`src/design/ers_params.svh`:
```
`ifndef ERS_PARAMS_SVH
`define ERS_PARAMS_SVH
// Notes on behaviour
// - Bit 7 of sync status: frame loss
// - Bit 6: signalling multiframe loss
// - Bit 5: CRC-4 multiframe loss
// - Bits 4,3 hold last multiframe E-bits
// - Reframe flag if no CRC-4 in 8 ms
// - Frame-loss alarm after 100 ms loss
// - Bit 0 shows CRC-4 interworking result
// - Capture first FAS bit into bit 7
// - Capture FAS bits two-eight into 6-0
// - Timer bit 7 toggles every half second
// - Timer bit 6 toggles every second
// - Non-normal frame timer: 100 ms persistence
// - Normal frame timer: 10 ms persistence
// - Toggle bit 3 on 400 ms expiry
// - Toggle bit 2 on 8 ms expiry
// - Bit 1 toggles each ms, CRC-synced
// - Keep-alive after AIS high 100 ms
// - Bank at 10H-1AH and 1FH, page 03H

// ------------------------------------------------
// Register offsets
// ------------------------------------------------
`define ERS_PAGE 8'h03
`define ERS_SYNC_STATUS 5'h10
`define ERS_RX_FAS 5'h11
`define ERS_TIMER_STATUS 5'h12
`define ERS_RX_NFAS 5'h13
`define ERS_RX_MFAS 5'h14
`define ERS_PHASE_HIGH 5'h15
`define ERS_PHASE_LOW 5'h16
`define ERS_JITTER 5'h17
`define ERS_RX_LEVEL 5'h18
`define ERS_ALARM_ONE 5'h19
`define ERS_SA6_REPORT 5'h1a
`define ERS_DEVICE_ID 5'h1f

// ------------------------------------------------
// Field positions
// ------------------------------------------------
`define ERS_SS_FRAME_LOSS 7
`define ERS_SS_SIG_MF_LOSS 6
`define ERS_SS_CRC4_MF_LOSS 5
`define ERS_SS_EBIT_ONE 4
`define ERS_SS_EBIT_TWO 3
`define ERS_SS_REFRAME 2
`define ERS_SS_RED 1
`define ERS_SS_IWK 0
`define ERS_TS_HALF_SEC 7
`define ERS_TS_ONE_SEC 6
`define ERS_TS_NONNORMAL 5
`define ERS_TS_NORMAL 4
`define ERS_TS_LONG 3
`define ERS_TS_SHORT 2
`define ERS_TS_MS 1
`define ERS_TS_KEEPALIVE 0

// ------------------------------------------------
// Reset values
// ------------------------------------------------
`define ERS_FAS_RST 8'h00
`define ERS_LOSS_RST 1'b1

// ------------------------------------------------
// Timing
// ------------------------------------------------
`define ERS_CLK_HZ 10000000
`define ERS_MS_CYCLES (`ERS_CLK_HZ / 1000)
`define ERS_HALF_SEC_MS 500
`define ERS_RED_MS 100
`define ERS_NONNORMAL_MS 100
`define ERS_NORMAL_MS 10
`define ERS_LONG_MS 400
`define ERS_SHORT_MS 8
`define ERS_KEEPALIVE_MS 100
`endif

```
`src/design/ers_pkg.sv`:
```
package ers_pkg;
  // Framer state feeding the bank
  typedef struct packed {
    logic frame_loss;
    logic signalling_mf_loss;
    logic crc4_mf_loss;
    logic ebit_valid;
    logic far_ebit_one;
    logic far_ebit_two;
    logic fas_valid;
    logic [7:0] fas_byte;
    logic nonnormal_frames;
    logic terminal_sync;
    logic ais;
    logic crc4_sync;
    logic maintenance_mode;
    logic auto_interworking;
  } ers_rx_status_t;

  // Bytes owned by neighbouring receive blocks
  typedef struct packed {
    logic [7:0] nfas;
    logic [7:0] mfas;
    logic [7:0] phase_high;
    logic [7:0] phase_low;
    logic [7:0] jitter;
    logic [7:0] level;
    logic [7:0] alarm_one;
    logic [7:0] sa6_report;
  } ers_aux_regs_t;

  typedef enum logic [2:0] {
    ERS_IDLE = 3'b001,
    ERS_HUNT = 3'b010,
    ERS_DONE = 3'b100
  } ers_crc_state_t;
endpackage : ers_pkg

```
`src/design/ers_rx_status_bank.sv`:
```
`include "ers_params.svh"

module ers_rx_status_bank #(
  parameter int MS_CYCLES = `ERS_MS_CYCLES,
  parameter logic [7:0] DEVICE_ID = 8'h5c // Arbitrary identity value
) (
  input wire logic i_clk,
  input wire logic i_sys_rst,
  input wire logic i_cs_n,
  input wire logic i_rd_n,
  input wire logic [7:0] i_page,
  input wire logic [4:0] i_addr,
  input wire ers_pkg::ers_rx_status_t i_rx,
  input wire ers_pkg::ers_aux_regs_t i_aux,
  output logic [7:0] o_data,
  output logic o_data_oe_n,
  output logic o_force_reframe
);
  import ers_pkg::*;

  // ------------------------------------------------
  // Pin synchronisers
  // ------------------------------------------------
  logic cs_n_meta_ff, cs_n_ff, rd_n_meta_ff, rd_n_ff;
  logic [7:0] page_meta_ff, page_ff;
  logic [4:0] addr_meta_ff, addr_ff;

  // Only the second stage feeds the decode
  always_ff @(posedge i_clk or posedge i_sys_rst) begin
    if (i_sys_rst) begin
      cs_n_meta_ff <= 1'b1;
      cs_n_ff <= 1'b1;
      rd_n_meta_ff <= 1'b1;
      rd_n_ff <= 1'b1;
      page_meta_ff <= 8'h00;
      page_ff <= 8'h00;
      addr_meta_ff <= 5'h00;
      addr_ff <= 5'h00;
    end else begin
      cs_n_meta_ff <= i_cs_n;
      cs_n_ff <= cs_n_meta_ff;
      rd_n_meta_ff <= i_rd_n;
      rd_n_ff <= rd_n_meta_ff;
      page_meta_ff <= i_page;
      page_ff <= page_meta_ff;
      addr_meta_ff <= i_addr;
      addr_ff <= addr_meta_ff;
    end
  end

  // ------------------------------------------------
  // Millisecond base
  // ------------------------------------------------
  logic [15:0] ms_cnt_ff;
  logic ms_tick;
  logic ms_toggle_ff;
  logic crc_realign;

  // Restart the ms grid on the CRC-4 sync once aligned
  assign crc_realign = i_rx.crc4_sync & ~i_rx.crc4_mf_loss;
  // Tick on the last cycle of each millisecond
  assign ms_tick = (ms_cnt_ff == 16'(MS_CYCLES - 1));

  always_ff @(posedge i_clk or posedge i_sys_rst) begin
    if (i_sys_rst) begin
      ms_cnt_ff <= 16'h0000;
    end else if (ms_tick || crc_realign) begin
      ms_cnt_ff <= 16'h0000;
    end else begin
      ms_cnt_ff <= ms_cnt_ff + 16'h0001;
    end
  end

  always_ff @(posedge i_clk or posedge i_sys_rst) begin
    if (i_sys_rst) begin
      ms_toggle_ff <= 1'b0;
    end else if (ms_tick || crc_realign) begin
      ms_toggle_ff <= ~ms_toggle_ff;
    end
  end

  // ------------------------------------------------
  // Half and one second toggles
  // ------------------------------------------------
  logic [8:0] half_cnt_ff;
  logic half_toggle_ff, sec_toggle_ff;
  logic half_tick;

  assign half_tick = ms_tick && (half_cnt_ff == 9'(`ERS_HALF_SEC_MS - 1));

  always_ff @(posedge i_clk or posedge i_sys_rst) begin
    if (i_sys_rst) begin
      half_cnt_ff <= 9'h000;
    end else if (half_tick) begin
      half_cnt_ff <= 9'h000;
    end else if (ms_tick) begin
      half_cnt_ff <= half_cnt_ff + 9'h001;
    end
  end

  always_ff @(posedge i_clk or posedge i_sys_rst) begin
    if (i_sys_rst) begin
      half_toggle_ff <= 1'b0;
      sec_toggle_ff <= 1'b0;
    end else if (half_tick) begin
      half_toggle_ff <= ~half_toggle_ff;
      if (half_toggle_ff) begin
        sec_toggle_ff <= ~sec_toggle_ff;
      end
    end
  end

  // ------------------------------------------------
  // Persistence timers
  // ------------------------------------------------
  logic [6:0] red_cnt_ff, nn_cnt_ff, norm_cnt_ff, klv_cnt_ff;
  logic red_ff, nn_ff, norm_ff, klv_ff;
  // Each count stops once its flag is up

  always_ff @(posedge i_clk or posedge i_sys_rst) begin
    if (i_sys_rst) begin
      red_cnt_ff <= 7'h00;
      red_ff <= 1'b0;
    end else if (!i_rx.frame_loss) begin
      red_cnt_ff <= 7'h00;
      red_ff <= 1'b0;
    end else if (ms_tick && !red_ff) begin
      red_cnt_ff <= red_cnt_ff + 7'h01;
      red_ff <= (red_cnt_ff == 7'(`ERS_RED_MS - 1));
    end
  end

  always_ff @(posedge i_clk or posedge i_sys_rst) begin
    if (i_sys_rst) begin
      nn_cnt_ff <= 7'h00;
      nn_ff <= 1'b0;
    end else if (norm_ff) begin
      nn_cnt_ff <= 7'h00;
      nn_ff <= 1'b0;
    end else if (!i_rx.nonnormal_frames) begin
      nn_cnt_ff <= 7'h00;
    end else if (ms_tick && !nn_ff) begin
      nn_cnt_ff <= nn_cnt_ff + 7'h01;
      nn_ff <= (nn_cnt_ff == 7'(`ERS_NONNORMAL_MS - 1));
    end
  end

  always_ff @(posedge i_clk or posedge i_sys_rst) begin
    if (i_sys_rst) begin
      norm_cnt_ff <= 7'h00;
      norm_ff <= 1'b0;
    end else if (i_rx.nonnormal_frames) begin
      norm_cnt_ff <= 7'h00;
      norm_ff <= 1'b0;
    end else if (!i_rx.terminal_sync) begin
      norm_cnt_ff <= 7'h00;
    end else if (ms_tick && !norm_ff) begin
      norm_cnt_ff <= norm_cnt_ff + 7'h01;
      norm_ff <= (norm_cnt_ff == 7'(`ERS_NORMAL_MS - 1));
    end
  end

  always_ff @(posedge i_clk or posedge i_sys_rst) begin
    if (i_sys_rst) begin
      klv_cnt_ff <= 7'h00;
      klv_ff <= 1'b0;
    end else if (!i_rx.ais) begin
      klv_cnt_ff <= 7'h00;
      klv_ff <= 1'b0;
    end else if (ms_tick && !klv_ff) begin
      klv_cnt_ff <= klv_cnt_ff + 7'h01;
      klv_ff <= (klv_cnt_ff == 7'(`ERS_KEEPALIVE_MS - 1));
    end
  end

  // ------------------------------------------------
  // CRC-4 alignment hunt after basic framing
  // ------------------------------------------------
  ers_crc_state_t crc_state_ff;
  logic [8:0] hunt_cnt_ff;
  logic short_exp, long_exp;
  logic short_tgl_ff, long_tgl_ff, reframe_ff, iwk_ff, force_ff;

  // Both expiries count ticks spent in the hunt
  assign short_exp = (crc_state_ff == ERS_HUNT) && ms_tick &&
                     (hunt_cnt_ff == 9'(`ERS_SHORT_MS - 1));
  assign long_exp = (crc_state_ff == ERS_HUNT) && ms_tick &&
                    (hunt_cnt_ff == 9'(`ERS_LONG_MS - 1));

  always_ff @(posedge i_clk or posedge i_sys_rst) begin
    if (i_sys_rst) begin
      crc_state_ff <= ERS_IDLE;
    end else if (i_rx.frame_loss) begin
      crc_state_ff <= ERS_IDLE;
    end else begin
      case (crc_state_ff)
        ERS_IDLE: crc_state_ff <= ERS_HUNT;
        ERS_HUNT: begin
          if (!i_rx.crc4_mf_loss || long_exp) begin
            crc_state_ff <= ERS_DONE;
          end
        end
        default: crc_state_ff <= ERS_DONE;
      endcase
    end
  end

  always_ff @(posedge i_clk or posedge i_sys_rst) begin
    if (i_sys_rst) begin
      hunt_cnt_ff <= 9'h000;
    end else if (crc_state_ff != ERS_HUNT) begin
      hunt_cnt_ff <= 9'h000;
    end else if (ms_tick) begin
      hunt_cnt_ff <= hunt_cnt_ff + 9'h001;
    end
  end

  always_ff @(posedge i_clk or posedge i_sys_rst) begin
    if (i_sys_rst) begin
      short_tgl_ff <= 1'b0;
      long_tgl_ff <= 1'b0;
    end else begin
      if (short_exp) begin
        short_tgl_ff <= ~short_tgl_ff;
      end
      if (long_exp) begin
        long_tgl_ff <= ~long_tgl_ff;
      end
    end
  end

  always_ff @(posedge i_clk or posedge i_sys_rst) begin
    if (i_sys_rst) begin
      reframe_ff <= 1'b0;
      force_ff <= 1'b0;
    end else begin
      force_ff <= short_exp && i_rx.crc4_mf_loss && i_rx.maintenance_mode &&
                  !i_rx.auto_interworking;
      // Set wins over both clears
      if (short_exp && i_rx.crc4_mf_loss) begin
        reframe_ff <= 1'b1;
      end else if (crc_state_ff == ERS_IDLE || !i_rx.crc4_mf_loss) begin
        reframe_ff <= 1'b0;
      end
    end
  end

  // Acquisition wins over expiry
  always_ff @(posedge i_clk or posedge i_sys_rst) begin
    if (i_sys_rst) begin
      iwk_ff <= 1'b0;
    end else if (!i_rx.crc4_mf_loss && !i_rx.frame_loss) begin
      iwk_ff <= 1'b1;
    end else if (long_exp) begin
      iwk_ff <= 1'b0;
    end
  end

  // ------------------------------------------------
  // Captured line bits
  // ------------------------------------------------
  logic ebit_one_ff, ebit_two_ff;
  logic [7:0] fas_ff;

  always_ff @(posedge i_clk or posedge i_sys_rst) begin
    if (i_sys_rst) begin
      ebit_one_ff <= 1'b0;
      ebit_two_ff <= 1'b0;
    end else if (i_rx.ebit_valid) begin
      ebit_one_ff <= i_rx.far_ebit_one;
      ebit_two_ff <= i_rx.far_ebit_two;
    end
  end

  // Bit 7 holds the first bit of the signal
  always_ff @(posedge i_clk or posedge i_sys_rst) begin
    if (i_sys_rst) begin
      fas_ff <= `ERS_FAS_RST;
    end else if (i_rx.fas_valid) begin
      fas_ff <= i_rx.fas_byte;
    end
  end

  // ------------------------------------------------
  // Register views
  // ------------------------------------------------
  logic [7:0] sync_status, timer_status;

  always_comb begin
    sync_status = 8'h00;
    sync_status[`ERS_SS_FRAME_LOSS] = i_rx.frame_loss;
    sync_status[`ERS_SS_SIG_MF_LOSS] = i_rx.signalling_mf_loss;
    sync_status[`ERS_SS_CRC4_MF_LOSS] = i_rx.crc4_mf_loss;
    sync_status[`ERS_SS_EBIT_ONE] = ebit_one_ff;
    sync_status[`ERS_SS_EBIT_TWO] = ebit_two_ff;
    sync_status[`ERS_SS_REFRAME] = reframe_ff;
    sync_status[`ERS_SS_RED] = red_ff;
    sync_status[`ERS_SS_IWK] = iwk_ff;
  end

  always_comb begin
    timer_status = 8'h00;
    timer_status[`ERS_TS_HALF_SEC] = half_toggle_ff;
    timer_status[`ERS_TS_ONE_SEC] = sec_toggle_ff;
    timer_status[`ERS_TS_NONNORMAL] = nn_ff;
    timer_status[`ERS_TS_NORMAL] = norm_ff;
    timer_status[`ERS_TS_LONG] = long_tgl_ff;
    timer_status[`ERS_TS_SHORT] = short_tgl_ff;
    timer_status[`ERS_TS_MS] = ms_toggle_ff;
    timer_status[`ERS_TS_KEEPALIVE] = klv_ff;
  end

  // ------------------------------------------------
  // Read port, writes ignored
  // ------------------------------------------------
  logic [7:0] nxt_data;
  logic rd_sel;

  assign rd_sel = !cs_n_ff && !rd_n_ff && (page_ff == `ERS_PAGE);

  // Offsets outside the bank read as zero
  always_comb begin
    if (addr_ff == `ERS_SYNC_STATUS) begin
      nxt_data = sync_status;
    end else if (addr_ff == `ERS_RX_FAS) begin
      nxt_data = fas_ff;
    end else if (addr_ff == `ERS_TIMER_STATUS) begin
      nxt_data = timer_status;
    end else if (addr_ff == `ERS_RX_NFAS) begin
      nxt_data = i_aux.nfas;
    end else if (addr_ff == `ERS_RX_MFAS) begin
      nxt_data = i_aux.mfas;
    end else if (addr_ff == `ERS_PHASE_HIGH) begin
      nxt_data = i_aux.phase_high;
    end else if (addr_ff == `ERS_PHASE_LOW) begin
      nxt_data = i_aux.phase_low;
    end else if (addr_ff == `ERS_JITTER) begin
      nxt_data = i_aux.jitter;
    end else if (addr_ff == `ERS_RX_LEVEL) begin
      nxt_data = i_aux.level;
    end else if (addr_ff == `ERS_ALARM_ONE) begin
      nxt_data = i_aux.alarm_one;
    end else if (addr_ff == `ERS_SA6_REPORT) begin
      nxt_data = i_aux.sa6_report;
    end else if (addr_ff == `ERS_DEVICE_ID) begin
      nxt_data = DEVICE_ID; // Value arbitrary
    end else begin
      nxt_data = 8'h00;
    end
  end

  // Reading changes nothing but the data pins
  always_ff @(posedge i_clk or posedge i_sys_rst) begin
    if (i_sys_rst) begin
      o_data <= 8'h00;
      o_data_oe_n <= 1'b1;
    end else begin
      o_data <= rd_sel ? nxt_data : 8'h00;
      o_data_oe_n <= !rd_sel;
    end
  end

  // ------------------------------------------------
  // Reframe request
  // ------------------------------------------------
  always_ff @(posedge i_clk or posedge i_sys_rst) begin
    if (i_sys_rst) begin
      o_force_reframe <= 1'b0;
    end else begin
      o_force_reframe <= force_ff;
    end
  end
endmodule : ers_rx_status_bank

```
`config.mk`:
```
export PLATFORM = sky130hd
export DESIGN_NAME = ers_rx_status_bank
export DESIGN_NICKNAME = d
export VERILOG_FILES = /design/src/design/ers_pkg.sv /design/src/design/ers_rx_status_bank.sv
export VERILOG_INCLUDE_DIRS = /design/src /design/src/design
export SDC_FILE = /design/constraint.sdc
export NUM_CORES = 1
export LEC_CHECK = 0
export BUFFER_PORTS_ARGS = -buffer_cell sky130_fd_sc_hd__buf_2
export CAP_MARGIN = 0
export CORE_AREA = 2 2 106 108
export DETAILED_ROUTE_END_ITERATION = 8
export DIE_AREA = 0 0 108 110
export GPL_TIMING_DRIVEN = 0
export PLACE_DENSITY = 0.91
export REMOVE_ABC_BUFFERS = 1
export SYNTH_ARGS = -nofsm -noshare
export SYNTH_HDL_FRONTEND = slang
export SYNTH_SLANG_ARGS = --single-unit
```
`constraint.sdc`:
```
create_clock -name i_clk -period 8.97 [get_ports i_clk]
set_input_delay 1.3455 -clock i_clk [delete_from_list [all_inputs] [get_ports i_clk]]
set_output_delay 1.3455 -clock i_clk [all_outputs]
set_load 0.01 [all_outputs]
```
==> results of run 1 <==
-- worst register-to-register path: cells and delay by family, from the launching register on --
family / cells / cell delay (ns)
XOR/XNOR: 1 / 0.15
AND/OR/NAND/NOR: 4 / 2.34
flip-flops: 1 / 0.45
-- cells by family after synthesis --
logic type / after synthesis / synth area share
adder cells (fa/ha/maj): 8 / 0.01597
XOR/XNOR: 49 / 0.06848
multiplexers: 24 / 0.04352
flip-flops: 127 / 0.5083
AO/OA/AOI/OAI: 112 / 0.1174
buffers and inverters: 39 / 0.02455
AND/OR/NAND/NOR: 254 / 0.2218
-- cell usage after synthesis (all sizes together), types with 4 or more instances --
master  instances
xor2           29
nand3b          6
o21ai          32
a32oi           6
buf             7
nand4          18
nor3           14
a22oi           6
nor4           12
and4            5
mux2           16
nor2b          11
dfrtp         121
nand2b         14
clkbuf         18
ha              8
dfstp           6
and3            8
nand4b          4
nand2          47
mux2i           7
nand3          26
nor2           59
a31oi           8
and2           12
o31ai           4
o22ai           5
a21oi          18
nor4b           6
o221ai          4
inv            11
a21boi          5
xnor2          20
-- per-layer routing --
| layer | track usage | up-vias | part of all wire |
|---|---|---|---|
| li1 | - | 2444 | - |
| met3 | 0.07819 | 54 | 0.083 |
| met2 | 0.4762 | 330 | 0.50 |
| met1 | 0.3510 | 2634 | 0.39 |
| met4 | 0.1108 | 0 | 0.026 |
| met5 | 0 | - | 0 |
-- per-stage QoR --
step | util | worst slack, ns | total power, µW | cells | cell area [µm²]
floorplan | - | 4.250 | 676.6 | 588 | 6166
global placement | 0.6447 | 3.172 | 717.1 | 839 | 6897
detailed placement | 0.6477 | 6.157 | 724.4 | 840 | 6929
CTS | 0.7002 | 6.000 | 1377 | 872 | 7491
global route | 0.7004 | 5.705 | 1416 | 872 | 7492
finish | 0.7004 | 5.924 | 1372 | 872 | 7492
-- sequential cells by signal, summed over array words and instances, names as in the netlist, 8 cells and up --
name,flops
half_cnt_ff,9
fas_ff,8
ms_cnt_ff,16
o_data,8
page_meta_ff,8
page_ff,8
hunt_cnt_ff,9
-- layout make-up --
class / instances / area, µm² / area share
Sequential cell: 127 / 3187 / 0.4254
Inverter: 14 / 57.56 / 0.007682
Timing Repair Buffer: 112 / 583.1 / 0.07782
Clock buffer: 17 / 414.1 / 0.05528
Tap cell: 140 / 175.2 / 0.02338
Clock inverter: 15 / 147.6 / 0.01971
Multi-Input combinational cell: 447 / 2928 / 0.3908
-- layout by cell type (no fill, tap or decap), types with 16 or more instances in the layout --
| cell | n |
|---|---|
| dfrtp_1 | 120 |
| buf_2 | 111 |
| nor2_1 | 59 |
| nand2_1 | 46 |
| o21ai_0 | 31 |
| xor2_1 | 29 |
| nand3_1 | 26 |
| xnor2_1 | 20 |
| nand4_1 | 18 |
| a21oi_1 | 18 |
| mux2_2 | 16 |
| clkbuf_16 | 16 |
-- power groups by stage --
stage / clock network (µW) / logic [µW] / registers, µW
6_report: 655 / 97.8 / 620
5_1_grt: 687 / 107 / 622
4_1_cts: 661 / 97.6 / 619
3_5_place_dp: 0 / 95.7 / 629
3_3_place_gp: 0 / 89.9 / 627
2_1_floorplan: 0 / 55.4 / 621
-- how the worst min path moves through the flow --
stage | from | depth (start not counted) | to
after floorplan | addr_meta_ff[0] | 0 | addr_ff[0]
after global placement | addr_meta_ff[1] | 0 | addr_ff[1]
after detailed placement | addr_meta_ff[1] | 0 | addr_ff[1]
after CTS | addr_meta_ff[1] | 0 | addr_ff[1]
after global routing | addr_meta_ff[1] | 0 | addr_ff[1]
final | addr_meta_ff[1] | 0 | addr_ff[1]
==> flow_metrics.tcl, run 1 <==
set metrics [dict create \
    dieArea_um2 11880 \
    p_leak_uw 0.003350 \
    n_antenna_cell 0 \
    whs_ns 0.3377 \
    rr_worst_depth 5 \
    syn_inst 613 \
    p_int_uw 1017 \
    pwr-share-clk 0.477 \
    pin_count 112 \
    switchingPower_uw 355.6 \
    status "finished, final reports clean" \
    arrival_ns 3.46 \
    synthFlopType "dfrtp_1" \
    layout.nets 829 \
    fin_skew_ns 0.01285 \
    syn_avg_cell_area_um2 10.22 \
    num_vias 5462 \
    cts-root-buf "clkbuf_8" \
    crit_start "ms_cnt_ff[12]" \
    grt_pass1_wl_um 26030 \
    gp_congestion 0.9181 \
    finalHoldViolations 0 \
    max-slew-margin-rel 0.09931 \
    worstReg2RegEnd "klv_cnt_ff[3]" \
    endpoint_kind "flip-flop" \
    rsz0062_at_grt "no" \
    cts_tree "yes" \
    fin_setup_tns_ns 0 \
    slowest_stage "nand4_1" \
    layout-drive-gt1-share 0.2432 \
    power.density_nw_per_um2 183.2 \
    vias_per_cell 6.264 \
    r2r_start "ms_cnt_ff[12]" \
    required_ns 9.39 \
    cts-resized-gates 0 \
    seqPwrFrac 0.452 \
    antenna_left 0 \
    synth_top_area_frac 0.4831 \
    cap_violations 0 \
    synth.distinct_cells 64 \
    drc_errors 0 \
    path_common_cell "nor4b_1" \
    clockBufferDepth 2 \
    path_max_fanout 24 \
    hp-class "flip-flop to flip-flop" \
    reg2reg_slack_ns 5.92 \
    avgRoutedWirePerCell_um 18.78 \
    synth_edf_count 0 \
    fp.dieW_um 108 \
    synthTopCellsByArea "dfrtp_1 48%, xor2_1 4.1%, nor2_1 3.5%, mux2_2 2.9%, xnor2_1 2.8%" \
    sw_frac_of_total 0.2592 \
    period_needed_ns 3.046 \
    path_class "flip-flop to flip-flop" \
    port_buffers 111 \
    htreeDepth 4 \
    overflow 0 \
    grt_max_degree 85 \
    netlist_area_um2 6267 \
    ys_warn_count 0 \
    rows 38 \
    first_iter_violations 593 \
    setup_viol 0 \
    fillerInstances 735 \
    drt-total-wl_um 16380 \
    synth_top_cell_by_area "dfrtp_1" \
    finalCritPeriodShare 0.3396 \
    grt_use_total 0.2834 \
    crit_path_cell_trace "nor4b_1 -> nand4_1 -> nor4b_1 -> xor2_1 -> and2_1" \
    cpPeakStageDelay_ns 0.92 \
    clk_latency_ns 0.53 \
    ir_drop_mv 0.1194 \
    ctsHoldBuffers 0 \
    startpoint_type "flip-flop" \
    cp_top_family "simple AND/OR/NAND/NOR gates" \
    ys_seq_elements 127 \
    async_flop_share 1.000 \
    antenna_found_initial 0 \
    post_cts_buffers 0 \
    coreArea_um2 10700 \
    crit_buf_inv 0 \
    hpwl_um 10530 \
    clk_pin_slew_ns 0.07 \
    initial_core_util 0.5858 \
    path_depth 5 \
    first_pass_iters 6 \
    die_y_um 110 \
    slew_viol_final 0 \
    syn_to_final_growth_pct 19.54 \
    grt_pass1_vias 5402 \
    worst_slew_pin_slew_ns 1.351 \
    combPwrFrac 0.071 \
    numCtsBuffers 17 \
    cts_sinks 127 \
    fmax_mhz 328.3 \
    endpoint "klv_cnt_ff[3]" \
    seq_area_frac_synth 0.5083 \
]
No activity file was read; power rests on OpenSTA's default activity.
==> run 2, diff against run 1 <==
--- a/config.mk
+++ b/config.mk
@@ -8,11 +8,11 @@
 export LEC_CHECK = 0
 export BUFFER_PORTS_ARGS = -buffer_cell sky130_fd_sc_hd__buf_2
 export CAP_MARGIN = 0
-export CORE_AREA = 2 2 106 108
+export CORE_AREA = 2 2 109 111
 export DETAILED_ROUTE_END_ITERATION = 8
-export DIE_AREA = 0 0 108 110
+export DIE_AREA = 0 0 111 113
 export GPL_TIMING_DRIVEN = 0
-export PLACE_DENSITY = 0.91
+export PLACE_DENSITY = 0.87
 export REMOVE_ABC_BUFFERS = 1
 export SYNTH_ARGS = -nofsm -noshare
 export SYNTH_HDL_FRONTEND = slang
==> constraint.sdc (replaced) <==
create_clock -name i_clk -period 3 [get_ports i_clk]
set_input_delay 0.45 -clock i_clk [delete_from_list [all_inputs] [get_ports i_clk]]
set_output_delay 0.45 -clock i_clk [all_outputs]
set_load 0.01 [all_outputs]
==> flow_metrics.tcl, run 2 (synthesis results as in run 1) <==
set metrics [dict create \
    status "finished, final reports clean" \
    reg2reg_slack_ns 0.05 \
    htreeDepth 4 \
    antenna_found_initial 0 \
    clk_pin_slew_ns 0.06 \
    numCtsBuffers 17 \
    crit_buf_inv 0 \
    dpl_cell_area_um2 6933 \
    n_antenna_cell 0 \
    ir_drop_mv 0.5197 \
    finalHoldViolations 0 \
    antenna_left 0 \
    finalCritPeriodShare 0.9825 \
    avgRoutedWirePerCell_um 17.93 \
    fin_skew_ns 0.008957 \
    grt_pass1_wl_um 25840 \
    die_y_um 113 \
    fillerInstances 795 \
    layout-drive-gt1-share 0.2459 \
    pin_count 112 \
    hpwl_um 10720 \
    slowest_stage "nand4_1" \
    top_register "ms_cnt_ff" \
    p_int_uw 3191 \
    vias_per_cell 6.119 \
    fin_ws_ns 0.05249 \
    most-common-layout-cells "119 x dfrtp_1, 111 x buf_2, 59 x nor2_1, 46 x nand2_1, 31 x o21ai_0" \
    final_common_cell "dfrtp_1" \
    path_max_fanout 24 \
    power.density_nw_per_um2 564.6 \
    syn_to_final_growth_pct 20.50 \
    startpoint_type "flip-flop" \
    rsz0062_at_grt "yes" \
    gp_congestion 0.9655 \
    period_needed_ns 2.948 \
    setup_viol 0 \
    first_pass_iters 6 \
    worst_slew_pin_slew_ns 1.249 \
    hp-class "primary input to asynchronous set/reset pin" \
    port_buffers 111 \
    max-slew-margin-rel 0.1616 \
    grt_pass1_vias 5351 \
    p_leak_uw 0.003373 \
    cts-root-buf "clkbuf_16" \
    layout.cells.non_filler 875 \
    seqPwrFrac 0.435 \
    rows 39 \
    arrival_ns 3.26 \
    drt-total-wl_um 15690 \
    grt_max_degree 67 \
    dieArea_um2 12540 \
    initial_core_util 0.5560 \
    final_area_um2 7552 \
    clk_latency_ns 0.43 \
    seq_area_um2 3188 \
    crit_path_cell_trace "nor4b_1 -> nand4_1 -> or3_1 -> a21boi_0" \
    multi_input_area_um2 2934 \
    required_ns 3.31 \
    path_class "flip-flop to flip-flop" \
    largest_register_ff_count 16 \
    cts_sinks 127 \
    first_iter_violations 505 \
    layout.nets 829 \
    clockBufferDepth 2 \
    placed_cells 843 \
    pwr-share-clk 0.497 \
    combPwrFrac 0.068 \
    endpoint_kind "flip-flop" \
    slew_viol_final 0 \
    switchingPower_uw 1073 \
    cpPeakStageDelay_ns 0.92 \
    cts_tree "yes" \
    overflow 0 \
    sw_frac_of_total 0.2516 \
    dp_slack_ns 0.2098 \
    cap_violations 0 \
    grt_use_total 0.2592 \
    coreArea_um2 11270 \
    post_cts_buffers 0 \
    fp.dieW_um 111 \
    fmax_mhz 339.3 \
    reg_top3 "ms_cnt_ff: 16 flops, half_cnt_ff: 9 flops, hunt_cnt_ff: 9 flops" \
    cp_top_family "simple AND/OR/NAND/NOR gates" \
    num_vias 5354 \
    drc_errors 0 \
]
-- run 2: routing by layer --
metal	vias to the layer above	share of wire	GRT usage
li1	2433	-	-
met1	2580	0.39	0.3232
met2	292	0.49	0.4245
met3	49	0.089	0.07927
met4	0	0.030	0.1083
met5	-	0	0
-- run 2: worst register-to-register path, stage by stage, from the launching register on --
cell      delay (ns)
dfrtp_1         0.42
nor4b_1         0.47
nand4_1         0.92
or3_1           0.72
a21boi_0        0.31
-- run 2: power groups by stage --
stage	clock, µW	combinational, µW	sequential, µW
detailed placement	0	285	1880
floorplan	0	166	1860
finish	2120	289	1850
global placement	0	269	1880
global route	2220	324	1860
CTS	2140	290	1850
-- run 2: cell type report --
cell class,count,area share
clock buffers,18,0.05815
flip-flops and latches,127,0.4221
inverters,14,0.007621
well taps,143,0.02369
multi-input cells,447,0.3885
repair buffers,112,0.07720
clock inverters,14,0.02270
-- run 2: repair_timing --
action,4_1_cts,5_1_grt
resized for setup,0,3
endpoints found under the setup margin,0,7
hold endpoints to repair,0,0
hold buffers,0,0
-- run 2: through the flow --
stage | setup TNS (ns) | hold WS [ns] | utilization | power, µW
after floorplan | -99.75 | 0.3312 | - | 2023
after global placement | -243.27 | 0.3330 | 0.6122 | 2144
after detailed placement | 0 | 0.3355 | 0.6151 | 2164
after CTS | 0 | 0.1030 | 0.6692 | 4280
after global routing | -0.3651 | 0.1035 | 0.6700 | 4408
final | 0 | 0.07918 | 0.6700 | 4264
-- run 2: final timing paths --
kind	startpoint	end	cells past startpoint
min in group i_clk	i_rd_n	rd_n_meta_ff	1
setup reg to reg	ms_cnt_ff[12]	red_cnt_ff[4]	4
setup / recovery	ms_cnt_ff[12]	red_cnt_ff[4]	4
max in group asynchronous	i_sys_rst	o_data_oe_n	3
hold / removal	i_sys_rst	norm_cnt_ff[2]	2
hold reg to reg	addr_meta_ff[3]	addr_ff[3]	0
